## src/rtl/nfa_pkg.sv

```systemverilog
// shared constants and types for the nand feature access host controller
package nfa_pkg;
   ////////////////////////////////////////////////////////////////////////////
   localparam logic [7:0] CMD_FEAT_WRITE = 8'hef;
   localparam logic [7:0] CMD_FEAT_READ  = 8'hee;
   localparam logic [7:0] FA_SPEED       = 8'h01;
   localparam logic [7:0] FA_DRIVE       = 8'h80;
   localparam logic [7:0] FA_PULLDOWN    = 8'h81;
   localparam logic [7:0] FA_ARRAY_MODE  = 8'h90;
   localparam logic [7:0] ECC_ON         = 8'h08;
   localparam logic [7:0] ECC_OFF        = 8'h00;
   localparam logic [2:0] SPEED_MAX      = 3'h5;
   localparam logic [2:0] SPEED_RST      = 3'h0;
   localparam logic [1:0] LEVEL_RST      = 2'h0;
   ////////////////////////////////////////////////////////////////////////////
   localparam int CLK_NS      = 10;
   localparam int STROBE_NS   = 20;
   localparam int STROBE_CYC  = (STROBE_NS + CLK_NS - 1) / CLK_NS;
   localparam int ADL_NS      = 70;
   localparam int ADL_CYC     = (ADL_NS + CLK_NS - 1) / CLK_NS;
   localparam int WB_NS       = 100;
   localparam int WB_CYC      = (WB_NS + CLK_NS - 1) / CLK_NS;
   localparam int RD_LO_NS    = 60;
   localparam int RD_LO_CYC   = (RD_LO_NS + CLK_NS - 1) / CLK_NS;
   localparam int FEAT_NS     = 1000;
   localparam int FEAT_CYC    = FEAT_NS / CLK_NS;
   localparam int ITC_NS      = 1000;
   localparam int ITC_CYC     = ITC_NS / CLK_NS;
   localparam int CNT_W       = 16;
   ////////////////////////////////////////////////////////////////////////////
   typedef logic [3:0][7:0] nfa_bytes_t;
   typedef struct packed {
      logic ce_n;
      logic cle;
      logic ale;
      logic we_n;
      logic re_n;
   } nfa_pins_t;
   localparam nfa_pins_t PINS_IDLE = '{ce_n: 1'b1, cle: 1'b0, ale: 1'b0,
                                       we_n: 1'b1, re_n: 1'b1};
endpackage : nfa_pkg

```

## src/rtl/nfa_sync3.sv

```systemverilog
// three-stage input synchroniser with agreement filter, one per bit
`timescale 1ns/1ps
`default_nettype none
module nfa_sync3 #(
   parameter int          W     = 1,
   parameter logic [W-1:0] RST_V = '0
) (
   // clock and reset
   input  wire logic         i_sys_clk,
   input  wire logic         i_rst,
   // pins in, filtered level out
   input  wire logic [W-1:0] i_d,
   output logic      [W-1:0] o_q
);
   ////////////////////////////////////////////////////////////////////////////
   genvar b;
   generate
      for (b = 0; b < W; b++) begin : g_bit
         logic s1_ff;
         logic s2_ff;
         logic s3_ff;
         logic q_ff;
         always_ff @(posedge i_sys_clk or posedge i_rst) begin
            if (i_rst) begin
               s1_ff <= RST_V[b];
               s2_ff <= RST_V[b];
               s3_ff <= RST_V[b];
               q_ff  <= RST_V[b];
            end else begin
               s1_ff <= i_d[b];
               s2_ff <= s1_ff;
               s3_ff <= s2_ff;
               // a change counts only once stages two and three agree
               if (s2_ff == s3_ff) begin
                  q_ff <= s3_ff;
               end
            end
         end
         assign o_q[b] = q_ff;
      end
   endgenerate
endmodule : nfa_sync3
`default_nettype wire

```

## src/rtl/nfa_host.sv

```systemverilog
// host-side feature write / feature read sequencer for an asynchronous nand target
`timescale 1ns/1ps
`default_nettype none
module nfa_host (
   // clock and reset
   input  wire logic               i_sys_clk,
   input  wire logic               i_rst,
   // user request
   input  wire logic               i_req,
   input  wire logic               i_is_read,
   input  wire logic [7:0]         i_faddr,
   input  wire nfa_pkg::nfa_bytes_t i_wbytes,
   input  wire logic               i_low_supply,
   input  wire logic [5:0]         i_mode_ok,
   // user answer
   output logic                    o_ready,
   output logic                    o_done,
   output logic                    o_err,
   output nfa_pkg::nfa_bytes_t     o_rbytes,
   output logic [2:0]              o_speed_mode,
   output logic [1:0]              o_drive_level,
   output logic [1:0]              o_pulldown_level,
   output logic                    o_ecc_on,
   // nand pins
   output nfa_pkg::nfa_pins_t      o_pins,
   output logic [7:0]              o_dq,
   output logic                    o_dq_oe,
   input  wire logic [7:0]         i_dq,
   input  wire logic               i_rb_n
);
   ////////////////////////////////////////////////////////////////////////////
   typedef enum logic [3:0] {
      S_IDLE, S_RDY_WAIT, S_CMD_LO, S_CMD_HI, S_ADR_LO, S_ADR_HI, S_ADL_WAIT,
      S_DAT_LO, S_DAT_HI, S_WB_WAIT, S_BUSY, S_RD_LO, S_RD_HI, S_DONE
   } nfa_state_t;

   localparam logic [nfa_pkg::CNT_W-1:0] STB_LIM  = nfa_pkg::CNT_W'(nfa_pkg::STROBE_CYC - 1);
   localparam logic [nfa_pkg::CNT_W-1:0] ADL_LIM  = nfa_pkg::CNT_W'(nfa_pkg::ADL_CYC - 1);
   localparam logic [nfa_pkg::CNT_W-1:0] WB_LIM   = nfa_pkg::CNT_W'(nfa_pkg::WB_CYC - 1);
   localparam logic [nfa_pkg::CNT_W-1:0] RD_LIM   = nfa_pkg::CNT_W'(nfa_pkg::RD_LO_CYC - 1);
   localparam logic [nfa_pkg::CNT_W-1:0] FEAT_LIM = nfa_pkg::CNT_W'(nfa_pkg::FEAT_CYC);
   localparam logic [nfa_pkg::CNT_W-1:0] ITC_LIM  = nfa_pkg::CNT_W'(nfa_pkg::ITC_CYC);

   nfa_state_t                  state_ff;
   logic [nfa_pkg::CNT_W-1:0]   cnt_ff;
   logic [nfa_pkg::CNT_W-1:0]   lim;
   logic [1:0]                  idx_ff;
   logic                        rd_ff;
   logic                        itc_ff;
   logic [7:0]                  faddr_ff;
   nfa_pkg::nfa_bytes_t         wbytes_ff;
   nfa_pkg::nfa_bytes_t         rbytes_ff;
   logic                        done_ff;
   logic                        err_ff;
   logic                        phase_done;
   logic                        bad_req;
   logic                        rb_ok;
   logic [7:0]                  dq_s;
   nfa_pkg::nfa_pins_t          nxt_pins;
   logic [7:0]                  nxt_dq;
   logic                        nxt_dq_oe;

   ////////////////////////////////////////////////////////////////////////////
   // pins from the target are asynchronous to our clock
   nfa_sync3 #(.W(9), .RST_V(9'h100)) u_sync (
      .i_sys_clk (i_sys_clk),
      .i_rst     (i_rst),
      .i_d       ({i_rb_n, i_dq}),
      .o_q       ({rb_ok, dq_s})
   );

   ////////////////////////////////////////////////////////////////////////////
   // refuse writes the target would misread rather than let them reach it
   always_comb begin
      bad_req = 1'b0;
      if (i_faddr != nfa_pkg::FA_SPEED && i_faddr != nfa_pkg::FA_DRIVE &&
          i_faddr != nfa_pkg::FA_PULLDOWN && i_faddr != nfa_pkg::FA_ARRAY_MODE) begin
         bad_req = 1'b1;
      end else if (!i_is_read) begin
         if (i_wbytes[3:1] != 24'h000000) begin
            bad_req = 1'b1;
         end else if (i_faddr == nfa_pkg::FA_SPEED) begin
            if (i_wbytes[0][7:3] != 5'h00 || i_wbytes[0][2:0] > nfa_pkg::SPEED_MAX) begin
               bad_req = 1'b1;
            end else if (!i_mode_ok[i_wbytes[0][2:0]]) begin
               bad_req = 1'b1;
            end else if (i_low_supply && i_wbytes[0][2:0] == nfa_pkg::SPEED_MAX) begin
               bad_req = 1'b1;
            end
         end else if (i_faddr == nfa_pkg::FA_ARRAY_MODE) begin
            bad_req = (i_wbytes[0] != nfa_pkg::ECC_ON && i_wbytes[0] != nfa_pkg::ECC_OFF);
         end else begin
            bad_req = (i_wbytes[0][7:2] != 6'h00);
         end
      end
   end

   always_comb begin
      case (state_ff)
         S_ADL_WAIT: lim = ADL_LIM;
         S_WB_WAIT:  lim = WB_LIM;
         S_BUSY:     lim = itc_ff ? ITC_LIM : FEAT_LIM;
         S_RD_LO:    lim = RD_LIM;
         default:    lim = STB_LIM;
      endcase
   end
   assign phase_done = (cnt_ff == lim);

   ////////////////////////////////////////////////////////////////////////////
   always_ff @(posedge i_sys_clk or posedge i_rst) begin
      if (i_rst) begin
         state_ff  <= S_IDLE;
         cnt_ff    <= '0;
         idx_ff    <= 2'h0;
         rd_ff     <= 1'b0;
         itc_ff    <= 1'b0;
         faddr_ff  <= 8'h00;
         wbytes_ff <= '0;
         done_ff   <= 1'b0;
         err_ff    <= 1'b0;
      end else begin
         done_ff <= 1'b0;
         cnt_ff  <= phase_done ? '0 : cnt_ff + 1'b1;
         case (state_ff)
            S_IDLE: begin
               cnt_ff <= '0;
               idx_ff <= 2'h0;
               if (i_req) begin
                  err_ff    <= bad_req;
                  rd_ff     <= i_is_read;
                  faddr_ff  <= i_faddr;
                  wbytes_ff <= i_wbytes;
                  itc_ff    <= !i_is_read && i_faddr == nfa_pkg::FA_SPEED &&
                               i_wbytes[0][2:0] != o_speed_mode;
                  done_ff   <= bad_req;
                  state_ff  <= bad_req ? S_IDLE : S_RDY_WAIT;
               end
            end
            S_RDY_WAIT: begin
               cnt_ff <= '0;
               if (rb_ok) begin
                  state_ff <= S_CMD_LO;
               end
            end
            S_CMD_LO:   if (phase_done) state_ff <= S_CMD_HI;
            S_CMD_HI:   if (phase_done) state_ff <= S_ADR_LO;
            S_ADR_LO:   if (phase_done) state_ff <= S_ADR_HI;
            S_ADR_HI:   if (phase_done) state_ff <= rd_ff ? S_WB_WAIT : S_ADL_WAIT;
            S_ADL_WAIT: if (phase_done) state_ff <= S_DAT_LO;
            S_DAT_LO:   if (phase_done) state_ff <= S_DAT_HI;
            S_DAT_HI: begin
               if (phase_done) begin
                  idx_ff   <= idx_ff + 2'h1;
                  state_ff <= (idx_ff == 2'h3) ? S_WB_WAIT : S_DAT_LO;
               end
            end
            S_WB_WAIT: if (phase_done) state_ff <= S_BUSY;
            S_BUSY: begin
               // the busy pin or the wait limit ends the wait, so no status read is ever
               // issued and no data output return command is needed
               if (rb_ok || phase_done) begin
                  err_ff   <= !rb_ok;
                  cnt_ff   <= '0;
                  idx_ff   <= 2'h0;
                  state_ff <= rd_ff ? S_RD_LO : S_DONE;
               end
            end
            S_RD_LO:   if (phase_done) state_ff <= S_RD_HI;
            S_RD_HI: begin
               if (phase_done) begin
                  idx_ff   <= idx_ff + 2'h1;
                  state_ff <= (idx_ff == 2'h3) ? S_DONE : S_RD_LO;
               end
            end
            default: begin
               done_ff  <= 1'b1;
               state_ff <= S_IDLE;
            end
         endcase
      end
   end

   // read bytes are taken at the end of the low phase, after the filter settled
   always_ff @(posedge i_sys_clk or posedge i_rst) begin
      if (i_rst) begin
         rbytes_ff <= '0;
      end else if (state_ff == S_RD_LO && phase_done) begin
         rbytes_ff[idx_ff] <= dq_s;
      end
   end

   ////////////////////////////////////////////////////////////////////////////
   // mirror of the target settings; only power-up reset clears them
   always_ff @(posedge i_sys_clk or posedge i_rst) begin
      if (i_rst) begin
         o_speed_mode     <= nfa_pkg::SPEED_RST;
         o_drive_level    <= nfa_pkg::LEVEL_RST;
         o_pulldown_level <= nfa_pkg::LEVEL_RST;
         o_ecc_on         <= 1'b0;
      end else if (state_ff == S_DONE && !err_ff) begin
         if (faddr_ff == nfa_pkg::FA_SPEED) begin
            o_speed_mode <= rd_ff ? rbytes_ff[0][2:0] : wbytes_ff[0][2:0];
         end else if (faddr_ff == nfa_pkg::FA_DRIVE) begin
            o_drive_level <= rd_ff ? rbytes_ff[0][1:0] : wbytes_ff[0][1:0];
         end else if (faddr_ff == nfa_pkg::FA_PULLDOWN) begin
            o_pulldown_level <= rd_ff ? rbytes_ff[0][1:0] : wbytes_ff[0][1:0];
         end else begin
            o_ecc_on <= rd_ff ? (rbytes_ff[0] == nfa_pkg::ECC_ON)
                              : (wbytes_ff[0] == nfa_pkg::ECC_ON);
         end
      end
   end

   ////////////////////////////////////////////////////////////////////////////
   always_comb begin
      nxt_pins  = nfa_pkg::PINS_IDLE;
      nxt_dq    = 8'h00;
      nxt_dq_oe = 1'b0;
      if (state_ff != S_IDLE && state_ff != S_RDY_WAIT && state_ff != S_DONE) begin
         nxt_pins.ce_n = 1'b0;
      end
      case (state_ff)
         S_CMD_LO, S_CMD_HI: begin
            nxt_pins.cle  = 1'b1;
            nxt_pins.we_n = (state_ff == S_CMD_HI);
            nxt_dq        = rd_ff ? nfa_pkg::CMD_FEAT_READ : nfa_pkg::CMD_FEAT_WRITE;
            nxt_dq_oe     = 1'b1;
         end
         S_ADR_LO, S_ADR_HI: begin
            nxt_pins.ale  = 1'b1;
            nxt_pins.we_n = (state_ff == S_ADR_HI);
            nxt_dq        = faddr_ff;
            nxt_dq_oe     = 1'b1;
         end
         S_DAT_LO, S_DAT_HI: begin
            nxt_pins.we_n = (state_ff == S_DAT_HI);
            nxt_dq        = wbytes_ff[idx_ff];
            nxt_dq_oe     = 1'b1;
         end
         S_RD_LO: nxt_pins.re_n = 1'b0;
         default: nxt_dq_oe = 1'b0;
      endcase
   end

   always_ff @(posedge i_sys_clk or posedge i_rst) begin
      if (i_rst) begin
         o_pins  <= nfa_pkg::PINS_IDLE;
         o_dq    <= 8'h00;
         o_dq_oe <= 1'b0;
         o_ready <= 1'b0;
         o_done  <= 1'b0;
         o_err   <= 1'b0;
      end else begin
         o_pins  <= nxt_pins;
         o_dq    <= nxt_dq;
         o_dq_oe <= nxt_dq_oe;
         o_ready <= (state_ff == S_IDLE) && !i_req;
         o_done  <= done_ff;
         o_err   <= done_ff ? err_ff : o_err;
      end
   end
   assign o_rbytes = rbytes_ff;
endmodule : nfa_host
`default_nettype wire

```

## config.mk

```make
export PLATFORM = sky130hd
export DESIGN_NAME = nfa_host
export DESIGN_NICKNAME = d
export VERILOG_FILES = /design/src/rtl/nfa_pkg.sv /design/src/rtl/nfa_sync3.sv /design/src/rtl/nfa_host.sv
export SDC_FILE = /design/constraint.sdc
export NUM_CORES = 1
export LEC_CHECK = 0
export BUFFER_PORTS_ARGS = -buffer_cell sky130_fd_sc_hd__buf_2
export CORE_AREA = 3 3 156 97
export CTS_BUF_LIST = sky130_fd_sc_hd__clkbuf_4 sky130_fd_sc_hd__clkbuf_8 sky130_fd_sc_hd__clkbuf_16
export CTS_CLUSTER_SIZE = 20
export DETAILED_ROUTE_END_ITERATION = 8
export DIE_AREA = 0 0 159 100
export PLACE_DENSITY = 0.76
export SLEW_MARGIN = 15
export SYNTH_ARGS = -nofsm -noshare
export SYNTH_HDL_FRONTEND = slang
export SYNTH_SLANG_ARGS = --single-unit
export TNS_END_PERCENT = 5
```

## constraint.sdc

```tcl
create_clock -name i_sys_clk -period 5.4 [get_ports i_sys_clk]
set_input_delay 0.81 -clock i_sys_clk [delete_from_list [all_inputs] [get_ports i_sys_clk]]
set_output_delay 0.81 -clock i_sys_clk [all_outputs]
set_load 0.01 [all_outputs]
```

After elaboration in Yosys (flattened, before gate mapping)
Index checks and enable logic that the tools add are counted.
- bits in latches: 0
- bits of input ports: 60
- logic and storage cells: 223
- memories: 0
- ROM bits: 0
- bits in writable memories: 0
- output and inout port bits: 57
- register bits: 158
- order comparisons: 4
- shift operators: 0
- multipliers: 0
- muxes and demuxes: 57
- equal/unequal tests: 53
- div/mod/pow operators: 0
- add/subtract/negate cells: 2
- bitwise operators: 3
- reductions and logical operators: 39
- operator list (cell ; number):
    $mux W4 ; 15
    $pmux W4 S13 ; 1
    $bwmux W32 ; 1
    $mux W16 ; 2
    $pmux W16 S2 ; 1
    $pmux W7 S4 ; 1
    $eq A4 B4 Y1 const B ; 6
    $eq A8 B8 Y1 const B ; 3
    $ne A2 B2 Y1 const B ; 12
    $ne A8 B8 Y1 const B ; 3
    $pmux W8 S3 ; 1
    $reduce_bool A24 Y1 ; 1
    $mux W1 ; 20
    $add A16 B1 Y16 const B ; 1
    $bmux W8 S2 ; 1
    $demux W8 S2 ; 1
    $eq A16 B16 Y1 ; 1
    $eq A4 B3 Y1 const B ; 4
    $eq A8 B1 Y1 const B ; 2
    $eq A8 B4 Y1 const B ; 2
    $mux W8 ; 2
    $reduce_and A13 Y1 ; 1
    $reduce_or A12 Y1 ; 1
    $logic_and A1 B1 Y1 ; 11
    36 further kinds ; 64

Logic depth before layout (Yosys ltp)
Gate-level depths: netlist (run 1).
- depth after elaboration: 12
- depth in mapped cells: 10
- depth with buffers taken out: 6

Hierarchy
Synthesis (run 1) repeated with hierarchy kept, for this count alone.
- cell total of the unflattened synthesis: 552
- area total of the unflattened synthesis: 7073.0 um2
- by module, submodules not included (module ; area each (um2) ; times used ; seq. area each (um2) ; cells each):
    nfa_host ; 5994.5 ; 1 ; 3056.7 ; 497
    nfa_sync3 ; 1078.5 ; 1 ; 905.9 ; 55

Worst setup path after synthesis (run 1)
Ideal clock, no wire load.
- path type: reg2reg
- start point: register state_ff[1]
- end point: register rbytes_ff (netlist bit o_rbytes[24])
- arrival: 2.136 ns
- path buffers: 3
- data required time: 5.275 ns
- path slack: 3.139 ns
- library setup time: 0.125 ns
- stages on the path, launching flop included: 10
- clock period less this slack: 2.261 ns
- cells stage by stage: dfrtp_1 buf_2 and4b_1 buf_4 or3_1 a22oi_2 and2_4 buf_12 nand3_4 mux2_4
- cells in the longest elaborated chain, start to end: 4
- elaborated cells between the ends (all ways): 7
- those cells by class: eq/ne (5); mux (1); reduce/logical (1)
- RTL lines (element ; line ; RTL):
    start, declared ; nfa_host.sv:44 ; nfa_state_t state_ff;
    start signal, assigned ; nfa_host.sv:136 ; state_ff <= bad_req ? S_IDLE : S_RDY_WAIT;
    start signal, assigned ; nfa_host.sv:148 ; S_ADR_HI: if (phase_done) state_ff <= rd_ff ? S_WB_WAIT : S_ADL_WAIT;
    start signal, assigned ; nfa_host.sv:154 ; state_ff <= (idx_ff == 2'h3) ? S_WB_WAIT : S_DAT_LO;
    $eq A4 B4 Y1 (tied with other cells) ; nfa_host.sv:99, nfa_host.sv:187 ;
    $pmux W7 S4 ; nfa_host.sv:99 ; case (state_ff)
    $eq A16 B16 Y1 ; nfa_host.sv:107 ; assign phase_done = (cnt_ff == lim);
    $logic_and A1 B1 Y1 (*) ; nfa_host.sv:187 ; end else if (state_ff == S_RD_LO && phase_done) begin
    end signal, assigned by index ; nfa_host.sv:188 ; rbytes_ff[idx_ff] <= dq_s;
    end, declared ; nfa_host.sv:52 ; nfa_pkg::nfa_bytes_t rbytes_ff;
Mark *: on every way between the ends. The rest lies on a longest branch, timed or not.
A chain may end at the register's enable or synchronous reset.

Worst setup path after layout (run 1)
- start point: register state_ff[3]
- end point: register rbytes_ff (netlist bit o_rbytes[19])
Same word-level chain as after synthesis.

==> flow_summary_export.csv, run 1 <==
group,metric,value,unit
outcome,status,"finished clean",
sta,slew_violations,0,
synth,async_flop_share,1.00,
critical_path,worst_endpoint_data_arrival_time,3.58,ns
global_routing,number_of_global_route_vias_before_repair,5305,
floorplanning,die_h,100,µm
synth,sequential_to_total_area_share_from_yosys_stat,0.563,
clocking,numClockSinks,158,
detailed_routing,vias,5346,
floorplanning,die_w,159,µm
detailed_routing,antenna_left,0,
placed_design,post-dp-hpwl,12500,µm
synth,post_synthesis_cell_type_with_the_largest_combined_area,"dfrtp_1",
critical_path,worstPathRequired,5.71,ns
global_routing,grt_remaining_overflow,0,
placed_design,gp_congestion,0.881,
clocking,cts-root-to-sink-buffers,2,
sta,worst_clock_skew,0.0106,ns
clocking,cts_resized,0,
job,timing.max_cap.violations,0,
power_and_ir_drop,power.density_cell_area,471,nW/µm²
clocking,post_cts_setup_buffers,0,
sta,pin_slew_with_the_least_headroom_to_its_limit,1.08,ns
synth,synthDominantCellAreaShare,0.537,
synth,yosysWarnings,0,
final_layout,drive_gt1_frac,0.292,
floorplanning,design.portCount,117,
sta,timing.fmax,0.306,GHz
clocking,worst_skew_pair.late_latency,0.43,ns
clocking,cts_root_buffer,"clkbuf_16",
clocking,cts_tree,"done",
hold_path,hold-path-endpoint,"u_sync.g_bit[0].s2_ff",
synth,ys_top_cells_by_area,"dfrtp_1 54%, nand2_1 8.6%, mux2_4 6.8%, dfstp_2 2.6%, mux4_2 2.6%",
critical_path,r2r_slack,2.13,ns
detailed_routing,post_drt_via_cell_ratio,5.63,
final_layout,syn2layout_area_growth,18.6,%
critical_path,critical_path.max_stage_delay,1.05,ns
hold_path,hp-class,"reg2reg",
hold_path,worst_hold_path.num_cells,0,
floorplanning,start_util,0.513,
detailed_routing,route.detailed.wl_per_inst,18.9,µm
detailed_routing,aggregate_routed_wire_length,17900,µm
synth,avgSynthCellArea,11.1,µm²
synth,synth_area,7040,µm²
final_layout,post_layout_net_count,809,
global_routing,grt_start_max_net_pins,118,
floorplanning,core.rowCount,33,
sta,finalCriticalPeriod,3.27,ns
power_and_ir_drop,p_leak,0.00425,µW
critical_path,rr_worst_depth,6,
detailed_routing,drt_first_iter_violations,586,
critical_path,critPathKind,"reg2reg",
sta,grt_setup_unrepaired,"false",
global_routing,global_route_wire_length_before_repair,28900,µm
critical_path,cpLargestDelayFamily,"simple AND/OR/NAND/NOR gates",
critical_path,crit_path_start_kind,"register",
sta,timing_hold_violations_final,0,
synth,postSynth.topFlopCell,"dfrtp_1",
synth,post_synth_inst_count,635,
critical_path,crit-reg2reg-launch,"state_ff[3]",
critical_path,crit_path_max_fanout,38,
sta,report.final.setup_viol,0,
sta,final_min_period_over_clock_period,0.605,
power_and_ir_drop,worst_vdd_rail_ir_drop,239,µV
clocking,cts.hold.buffers_added,0,
final_layout,antenna_cells,0,
synth,synth_cell_type_count,61,
clocking,clkTransAtPathRegs,0.07,ns
global_routing,grt_antenna_before_repair,0,
detailed_routing,drc,0,
placed_design,pre_cts_slack,2.25,ns
critical_path,crit_slowest_cell,"dfrtp_1",
final_layout,final_core_utilization,0.609,
critical_path,regToRegEndpoint,"o_rbytes[19]",
critical_path,critical_path.cell_chain,"and4bb_2 > mux2i_1 > nor3b_1 > and2_4 > nand3_4 > mux2_4",
clocking,ctsHtreeMaxLevel,4,
global_routing,grt_util_all_layers,0.233,
sta,fin_setup_tns,0,ns
clocking,tritoncts.num_buffers,17,
critical_path,path_buf_inv,0,
sta,worst_slack,2.13,ns
floorplanning,core_area,13700,µm²
placed_design,port_buffers,116,
critical_path,crit_end_category,"register",
hold_path,worst_hold_startpoint,"u_sync.g_bit[0].s1_ff",
floorplanning,die_area,15900,µm²
detailed_routing,detail_route.first_pass.iterations,6,
synth,edff_count_synth,0,
synth,yosys_register_bits,158,
sta,slew_headroom,0.281,
synth,synth.net_count,700,
[report_power, final]
group          switching [µW]  internal (µW)  total, µW
registers                 310           1410       1720
logic                     602            405       1010
clock network             544            660       1200
total                    1460           2480       3930
[worst register-to-register path: stages, from the launching register on]
cell and delay, ns:
dfrtp_1 1.05, and4bb_2 0.48, mux2i_1 0.29, nor3b_1 0.40
and2_4 0.34, nand3_4 0.22, mux2_4 0.37
[logic make-up (layout without fill, tap and decap cells)]
logic type               Yosys count  count (layout)  share of synthesized area
flip-flops                       158             158                      0.563
adder cells (fa/ha/maj)           14              14                     0.0217
AO/OA/AOI/OAI                     74              74                     0.0690
AND/OR/NAND/NOR                  274             274                      0.180
XOR/XNOR                          16              16                     0.0199
buffers and inverters             42             164                     0.0265
multiplexers                      57              57                      0.120
[how the worst max path moves through the flow]
stage	startpoint	to	slack, ns	cells after the start
6_report	state_ff[3]	o_rbytes[19]	2.13	6
3_5_place_dp	state_ff[3]	o_rbytes[19]	2.25	6
4_1_cts	state_ff[3]	o_rbytes[19]	2.22	6
5_1_grt	state_ff[3]	o_rbytes[18]	1.91	6
3_3_place_gp	state_ff[3]	o_rbytes[18]	2.48	6
2_1_floorplan	i_rst	cnt_ff[0]	0.34	1
[per-stage QoR]
stage	cell area, µm²	hold slack [ns]	total power [µW]	cells
global route	8350	0.357	4140	949
CTS	8350	0.351	3920	949
finish	8350	0.348	3930	949
floorplan	7040	0.331	2370	635
global placement	7750	0.333	2650	917
detailed placement	7750	0.336	2700	917
[layout by cell type, fill, tap and decap left out, types with 3 or more instances in the layout]
cell         n
dfstp_2      7
mux2_2      13
mux2i_1      4
clkbuf_16   17
a22oi_1      7
mux4_2       8
a21oi_1     15
o221ai_1     3
ha_1         5
inv_1       11
clkinv_8     3
maj3_1       9
dfrtp_1    151
o21ai_0     20
xnor2_1      8
mux2_4      32
nand4_1      4
nand2_1    161
xor2_1       8
and3_1       8
nor4_1      12
nand3_4      4
nor2_1      44
a31oi_1      3
buf_4        3
nand3_1      9
buf_2      116
a211oi_1     3
nor3_1       8
nand2b_1     3
inv_6        7
o211ai_1     5
or3_1        3
[synthesized netlist by cell type (4+ instances only)]
cell type / count
nand2_1: 161
nor3_1: 8
maj3_1: 9
o21ai_0: 20
inv_1: 12
nand3_4: 4
ha_1: 5
mux2i_1: 4
mux2_2: 13
mux2_4: 32
dfstp_2: 7
and3_1: 8
nand4_1: 4
a22oi_1: 7
clkbuf_1: 20
nor4_1: 12
mux4_2: 8
nor2_1: 44
a21oi_1: 15
o211ai_1: 5
xor2_1: 8
buf_2: 4
dfrtp_1: 151
nand3_1: 9
xnor2_1: 8
[routing by layer]
layer / up-vias / share of wire / GRT usage / routed length (µm)
met5: - / 0 / 0 / 0
met4: 0 / 0.013 / 0.0632 / 229
met3: 24 / 0.10 / 0.0689 / 1840
met2: 266 / 0.44 / 0.348 / 7910
met1: 2654 / 0.44 / 0.336 / 7940
li1: 2402 / - / - / -
[final cells by class]
cell class | instances | area, µm²
inverters | 13 | 53.8
multi-input cells | 435 | 2890
flip-flops and latches | 158 | 3960
well taps | 192 | 240
clock buffers | 17 | 425
repair buffers | 119 | 603
fillers | 1116 | 5360
clock inverters | 15 | 174
[registers in the layout, summed over array words and instances (netlist names), 8 cells and up]
register,flops
o_rbytes,32
wbytes_ff,32
cnt_ff,16
u_sync.g_bit.q_ff,9
u_sync.g_bit.s1_ff,9
u_sync.g_bit.s2_ff,9
u_sync.g_bit.s3_ff,9
faddr_ff,8
o_dq,8
No activity file was read; power rests on OpenSTA's default activity.
==> run 2, diff against run 1 <==
--- a/config.mk
+++ b/config.mk
@@ -5,13 +5,14 @@
 export SDC_FILE = /design/constraint.sdc
 export NUM_CORES = 1
 export LEC_CHECK = 0
+export ABC_AREA = 1
 export BUFFER_PORTS_ARGS = -buffer_cell sky130_fd_sc_hd__buf_2
-export CORE_AREA = 3 3 156 97
+export CORE_AREA = 3 3 155 97
 export CTS_BUF_LIST = sky130_fd_sc_hd__clkbuf_4 sky130_fd_sc_hd__clkbuf_8 sky130_fd_sc_hd__clkbuf_16
 export CTS_CLUSTER_SIZE = 20
 export DETAILED_ROUTE_END_ITERATION = 8
-export DIE_AREA = 0 0 159 100
-export PLACE_DENSITY = 0.76
+export DIE_AREA = 0 0 158 100
+export PLACE_DENSITY = 0.74
 export SLEW_MARGIN = 15
 export SYNTH_ARGS = -nofsm -noshare
 export SYNTH_HDL_FRONTEND = slang
==> constraint.sdc (replaced) <==
create_clock -name i_sys_clk -period 2.6 [get_ports i_sys_clk]
set_input_delay 0.39 -clock i_sys_clk [delete_from_list [all_inputs] [get_ports i_sys_clk]]
set_output_delay 0.39 -clock i_sys_clk [all_outputs]
set_load 0.01 [all_outputs]
==> run 2 against run 1 <==
Clock power increased by 110%. Power grew 110%. Highest routed layer unchanged. Largest power group unchanged. Synthesized cell count grew 19%. Sequential share of layout area grew 0.81 points. Setup slack worse by 1.8 ns. Maximum frequency up 42%. Non-clock buffer count is 7 higher. Clock skew up 0.0029 ns. Sequential cell count did not move. Synthesized area fell by 4.1%.
==> flow_summary_export.csv, run 2 <==
group,metric,value,unit
synth,ys_top_cells_by_area,"dfrtp_1 56%, nand2_1 10%, o21ai_0 5.2%, inv_1 4.7%, nor2_1 3.7%",
critical_path,critical_path.cell_chain,"inv_2 > nor2_1 > nand3_1 > xor2_1 > nand2_1 > nand3b_2 > nor2_4 > nand2_2 > nand2_1 > o21ai_1",
critical_path,r2r_slack,0.30,ns
synth,synth_area,6750,µm²
global_routing,global_route_wire_length_before_repair,27100,µm
placed_design,dpl-instance-area,7580,µm²
synth,synthMostInstantiatedCell,"nand2_1",
clocking,numClockSinks,158,
synth,yosysWarnings,0,
sta,fin_worst_hold_slack,0.0592,ns
synth,synth.net_count,820,
detailed_routing,vias,5625,
critical_path,rr_worst_depth,10,
hold_path,worst_hold_path.num_cells,1,
sta,worst_clock_skew,0.0136,ns
final_layout,final_core_utilization,0.604,
job,timing.max_cap.violations,0,
clocking,tritoncts.num_buffers,17,
floorplanning,core_area,13600,µm²
critical_path,crit-reg2reg-launch,"state_ff[1]",
clocking,cts_tree,"done",
synth,sequential_to_total_area_share_from_yosys_stat,0.587,
power_and_ir_drop,worst_vdd_rail_ir_drop,452,µV
final_layout,drive_gt1_frac,0.202,
global_routing,grt_start_max_net_pins,82,
critical_path,crit_slowest_cell,"dfrtp_1",
final_layout,most_common_cell_after_layout_fill_and_taps_aside,"nand2_1",
critical_path,timing.critical_path.mode_cell,"nand2_1",
global_routing,grt_antenna_before_repair,0,
global_routing,grt_util_all_layers,0.220,
hold_path,hold-path-endpoint,"u_sync.g_bit[1].s1_ff",
floorplanning,core.rowCount,33,
placed_design,gp_congestion,1.01,
sta,report.final.setup_viol,0,
floorplanning,design.portCount,117,
sta,grt_setup_unrepaired,"false",
critical_path,crit_path_start_kind,"register",
detailed_routing,drc,0,
clocking,ctsHtreeMaxLevel,4,
sta,slew_headroom,0.464,
synth,async_flop_share,1.00,
final_layout,antenna_cells,0,
detailed_routing,post_drt_via_cell_ratio,5.26,
detailed_routing,detail_route.first_pass.iterations,5,
placed_design,port_buffers,116,
clocking,worst_skew_pair.late_latency,0.43,ns
hold_path,worst_hold_startpoint,"i_dq[1]",
synth,synth_cell_type_count,38,
clocking,clkTransAtPathRegs,0.07,ns
critical_path,critical_path.max_stage_delay,0.43,ns
final_layout,syn2layout_area_growth,21.6,%
detailed_routing,antenna_left,0,
hold_path,hp-class,"in2reg",
power_and_ir_drop,power.density_cell_area,1020,nW/µm²
critical_path,crit_end_category,"register",
critical_path,critPathKind,"reg2reg",
sta,fin_setup_tns,0,ns
synth,synth_common_cells,"186 x nand2_1, 151 x dfrtp_1, 85 x inv_1",
sta,timing_hold_violations_final,0,
synth,post_synth_inst_count,755,
sta,pin_slew_with_the_least_headroom_to_its_limit,0.796,ns
critical_path,worstPathRequired,2.90,ns
detailed_routing,route.detailed.wl_per_inst,15.7,µm
floorplanning,die_area,15800,µm²
synth,yosys_register_bits,158,
critical_path,worst_endpoint_data_arrival_time,2.60,ns
detailed_routing,aggregate_routed_wire_length,16800,µm
final_layout,most-common-layout-cells,"185 x nand2_1, 151 x dfrtp_1, 116 x buf_2, 84 x inv_1, 70 x o21ai_0",
synth,synthDominantCellAreaShare,0.560,
sta,finalCriticalPeriod,2.30,ns
global_routing,number_of_global_route_vias_before_repair,5218,
critical_path,crit_path_max_fanout,16,
sta,slew_violations,0,
outcome,status,"finished clean",
final_layout,fin_area,8210,µm²
clocking,cts-root-to-sink-buffers,2,
synth,edff_count_synth,0,
sta,final_min_period_over_clock_period,0.884,
synth,avgSynthCellArea,8.94,µm²
placed_design,post-dp-hpwl,12200,µm
detailed_routing,drt_first_iter_violations,678,
final_layout,post_layout_net_count,947,
power_and_ir_drop,p_leak,0.00417,µW
synth,postSynth.topFlopCell,"dfrtp_1",
floorplanning,start_util,0.497,
global_routing,grt_remaining_overflow,0,
synth,post_synthesis_cell_type_with_the_largest_combined_area,"dfrtp_1",
clocking,cts_resized,0,
sta,timing.fmax,0.435,GHz
floorplanning,die_w,158,µm
critical_path,regToRegEndpoint,"o_rbytes[14]",
clocking,cts_root_buffer,"clkbuf_16",
floorplanning,die_h,100,µm
==> run 2: cell type report <==
class | count | area [µm²]
Clock inverter | 15 | 195
Fill cell | 1166 | 5380
Inverter | 92 | 349
Sequential cell | 158 | 3960
Timing Repair Buffer | 126 | 683
Multi-Input combinational cell | 487 | 2370
Clock buffer | 17 | 425
Tap cell | 175 | 219
==> run 2: per-layer routing <==
metal  routed length [µm]  part of all wire  track usage
met1                 8530              0.51        0.356
met3                 1450             0.086       0.0582
met4                  190             0.011       0.0489
met2                 6640              0.39        0.295
met5                    0                 0            0
==> run 2: worst max-delay path by stage <==
stage / from / end / slack (ns) / cells past startpoint
after floorplan: i_rst / cnt_ff[0] / 0.21 / 1
after global placement: state_ff[1] / o_rbytes[1] / 0.43 / 10
after detailed placement: state_ff[1] / o_rbytes[17] / 0.45 / 10
after CTS: state_ff[1] / o_rbytes[14] / 0.41 / 10
after global routing: state_ff[1] / o_rbytes[27] / 0.16 / 10
final: state_ff[1] / o_rbytes[14] / 0.30 / 10
==> run 2: critical path, delay by kind of cell, from the launching register on <==
family / cells / cell delay (ns)
and+or+nand+nor: 7 / 1.32
AOI/OAI and AO/OA: 1 / 0.09
xor gates and xnor gates: 1 / 0.23
DFF: 1 / 0.43
buffers and inverters: 1 / 0.11
==> run 2: metrics by stage <==
stage,power (µW),instances,setup WS [ns]
global route,8860,1070,0.157
global placement,5730,1037,0.425
detailed placement,5760,1037,0.447
finish,8340,1070,0.301
CTS,8340,1070,0.413
floorplan,4940,755,0.215
==> run 2: logic make-up (layout without fill, tap and decap cells) <==
group / Yosys count / in the layout / synth area share
and+or+nand+nor: 308 / 308 / 0.189
DFF: 158 / 158 / 0.587
AOI/OAI and AO/OA: 154 / 154 / 0.125
buffers and inverters: 110 / 250 / 0.0619
adders and majority gates: 14 / 14 / 0.0226
xor gates and xnor gates: 7 / 7 / 0.00908
muxes: 4 / 4 / 0.00630
==> run 2: report_power, final <==
part,internal (µW),total [µW],switching [µW]
sequential,3010,3410,402
clock,1390,2550,1160
combinational,780,2380,1600
total,5180,8340,3160
==> run 2: timing repair <==
| action | CTS | global route |
|---|---|---|
| buffers inserted | 0 | 0 |
| endpoints found under the hold margin | 10 | 0 |
| hold buffers | 1 | 0 |
==> run 3, diff against run 2 <==
--- a/config.mk
+++ b/config.mk
@@ -7,12 +7,12 @@
 export LEC_CHECK = 0
 export ABC_AREA = 1
 export BUFFER_PORTS_ARGS = -buffer_cell sky130_fd_sc_hd__buf_2
-export CORE_AREA = 3 3 155 97
+export CORE_AREA = 3 3 150 94
 export CTS_BUF_LIST = sky130_fd_sc_hd__clkbuf_4 sky130_fd_sc_hd__clkbuf_8 sky130_fd_sc_hd__clkbuf_16
 export CTS_CLUSTER_SIZE = 20
 export DETAILED_ROUTE_END_ITERATION = 8
-export DIE_AREA = 0 0 158 100
-export PLACE_DENSITY = 0.74
+export DIE_AREA = 0 0 153 97
+export PLACE_DENSITY = 0.75
 export SLEW_MARGIN = 15
 export SYNTH_ARGS = -nofsm -noshare
 export SYNTH_HDL_FRONTEND = slang
==> constraint.sdc (replaced) <==
create_clock -name i_sys_clk -period 3 [get_ports i_sys_clk]
set_input_delay 0.45 -clock i_sys_clk [delete_from_list [all_inputs] [get_ports i_sys_clk]]
set_output_delay 0.45 -clock i_sys_clk [all_outputs]
set_load 0.01 [all_outputs]
==> run 3 against run 2 <==
Maximum frequency grew 0.28%. Global-route usage is 1.7 points higher. First-iteration DRC count is 10% lower. Clock power fell by 13%. Sequential power down 13%. Cell area down 0.75%. Critical path depth stayed put. Hold slack improved by 0.068 ns.
==> flow_summary_export.csv, run 3 (same netlist as run 2, synthesis figures left out) <==
group,metric,value,unit
global_routing,global_route_wire_length_before_repair,27900,µm
placed_design,gp_congestion,0.961,
final_layout,fin_area,8150,µm²
floorplanning,design.portCount,117,
detailed_routing,drt_first_iter_violations,608,
clocking,cts-root-to-sink-buffers,2,
detailed_routing,post_drt_via_cell_ratio,5.38,
final_layout,post_layout_net_count,942,
floorplanning,die_w,153,µm
floorplanning,start_util,0.529,
placed_design,dpl-instance-area,7540,µm²
floorplanning,die_h,97,µm
detailed_routing,detail_route.first_pass.iterations,5,
power_and_ir_drop,power.density_cell_area,884,nW/µm²
placed_design,port_buffers,116,
global_routing,number_of_global_route_vias_before_repair,5284,
outcome,status,"finished clean",
clocking,cts_tree,"done",
sta,slew_violations,0,
power_and_ir_drop,p_leak,0.00414,µW
power_and_ir_drop,worst_vdd_rail_ir_drop,544,µV
critical_path,crit_path_max_fanout,16,
floorplanning,core.rowCount,32,
clocking,tritoncts.num_buffers,17,
sta,grt_setup_unrepaired,"false",
sta,pin_slew_with_the_least_headroom_to_its_limit,0.708,ns
sta,worst_clock_skew,0.0109,ns
detailed_routing,route.detailed.wl_per_inst,16.4,µm
sta,slew_headroom,0.527,
detailed_routing,antenna_left,0,
sta,worst_slack,0.708,ns
final_layout,final_non_filler_cell_total,1060,
job,timing.max_cap.violations,0,
critical_path,critPathKind,"reg2reg",
floorplanning,core_area,12800,µm²
global_routing,grt_antenna_before_repair,0,
sta,timing_hold_violations_final,0,
detailed_routing,drc,0,
floorplanning,die_area,14800,µm²
sta,final_min_period_over_clock_period,0.764,
final_layout,drive_gt1_frac,0.199,
clocking,numClockSinks,158,
detailed_routing,vias,5705,
final_layout,antenna_cells,0,
final_layout,most_common_cell_after_layout_fill_and_taps_aside,"nand2_1",
clocking,cts.hold.buffers_added,0,
detailed_routing,aggregate_routed_wire_length,17300,µm
hold_path,hp-class,"in2async",
sta,timing.fmax,0.436,GHz
final_layout,most-common-layout-cells,"185 x nand2_1, 151 x dfrtp_1, 116 x buf_2, 84 x inv_1, 70 x o21ai_0",
global_routing,grt_remaining_overflow,0,
sta,fin_setup_tns,0,ns
global_routing,grt_util_all_layers,0.237,
critical_path,crit_end_category,"register",
critical_path,crit_path_start_kind,"register",
final_layout,syn2layout_area_growth,20.7,%
placed_design,post-dp-hpwl,12500,µm
clocking,cts_root_buffer,"clkbuf_16",
critical_path,worst_endpoint_data_arrival_time,2.58,ns
clocking,cts_resized,0,
sta,finalCriticalPeriod,2.29,ns
clocking,ctsHtreeMaxLevel,4,
clocking,clkTransAtPathRegs,0.07,ns
clocking,post_cts_setup_buffers,0,
power_and_ir_drop,finalPower,7200,µW
placed_design,dp.cells,1028,
critical_path,worstPathRequired,3.29,ns
sta,report.final.setup_viol,0,
placed_design,pre_cts_slack,0.802,ns
clocking,worst_skew_pair.late_latency,0.42,ns
global_routing,grt_start_max_net_pins,82,
[run 3: changes by cell type in the layout (fill, tap and decap cells not counted), sizes merged]
cell and change:
clkinv -6, dlygate4sd3 -1, clkinvlp +2, buf -4, bufinv +1, clkbuf +1
inv +2
[run 3: final cells by class]
| cell class | instances | area, µm² |
|---|---|---|
| Inverter | 92 | 349 |
| Clock buffer | 18 | 433 |
| Fill cell | 1068 | 4630 |
| Multi-Input combinational cell | 487 | 2370 |
| Timing Repair Buffer | 121 | 643 |
| Tap cell | 170 | 213 |
| Sequential cell | 158 | 3960 |
| Clock inverter | 14 | 173 |
[run 3: path summary, 6_finish.rpt]
path | startpoint | depth (start not counted) | slack [ns] | end
setup / recovery | state_ff[1] | 10 | 0.71 | o_rbytes[24]
hold / removal | i_rst | 2 | 0.13 | u_sync.g_bit[6].s1_ff
setup reg to reg | state_ff[1] | 10 | 0.71 | o_rbytes[24]
hold reg to reg | u_sync.g_bit[5].s1_ff | 0 | 0.35 | u_sync.g_bit[5].s2_ff
max in group asynchronous | i_rst | 3 | 2.06 | state_ff[2]
min in group i_sys_clk | i_rb_n | 1 | 0.13 | u_sync.g_bit[8].s1_ff
[run 3: worst max-delay path, cell delays in order (launching register included)]
cell and delay, ns:
dfrtp_1 0.44, inv_2 0.11, nor2_1 0.23, nand3_1 0.20
xor2_1 0.25, nand2_1 0.06, nand3b_2 0.25, nor2_4 0.18
nand2_2 0.22, nand2_1 0.14, o21ai_1 0.08
[run 3: routing by layer]
metal  up-vias  part of all wire  GRT usage
met4         0             0.013     0.0637
met5         -                 0          0
met1      2678              0.49      0.389
met3        22              0.10     0.0653
met2       288              0.39      0.303
li1       2717                 -          -
[run 3: where the power goes]
group	internal [µW]	total, µW	switching (µW)
clock network	1270	2230	958
logic	656	2010	1360
registers	2610	2950	343
[run 3: metrics by stage]
| stage | utilization | hold WS [ns] |
|---|---|---|
| 2_1_floorplan | - | 0.331 |
| 3_3_place_gp | 0.590 | 0.332 |
| 3_5_place_dp | 0.590 | 0.335 |
| 4_1_cts | 0.638 | 0.114 |
| 5_1_grt | 0.638 | 0.107 |
| 6_report | 0.638 | 0.128 |
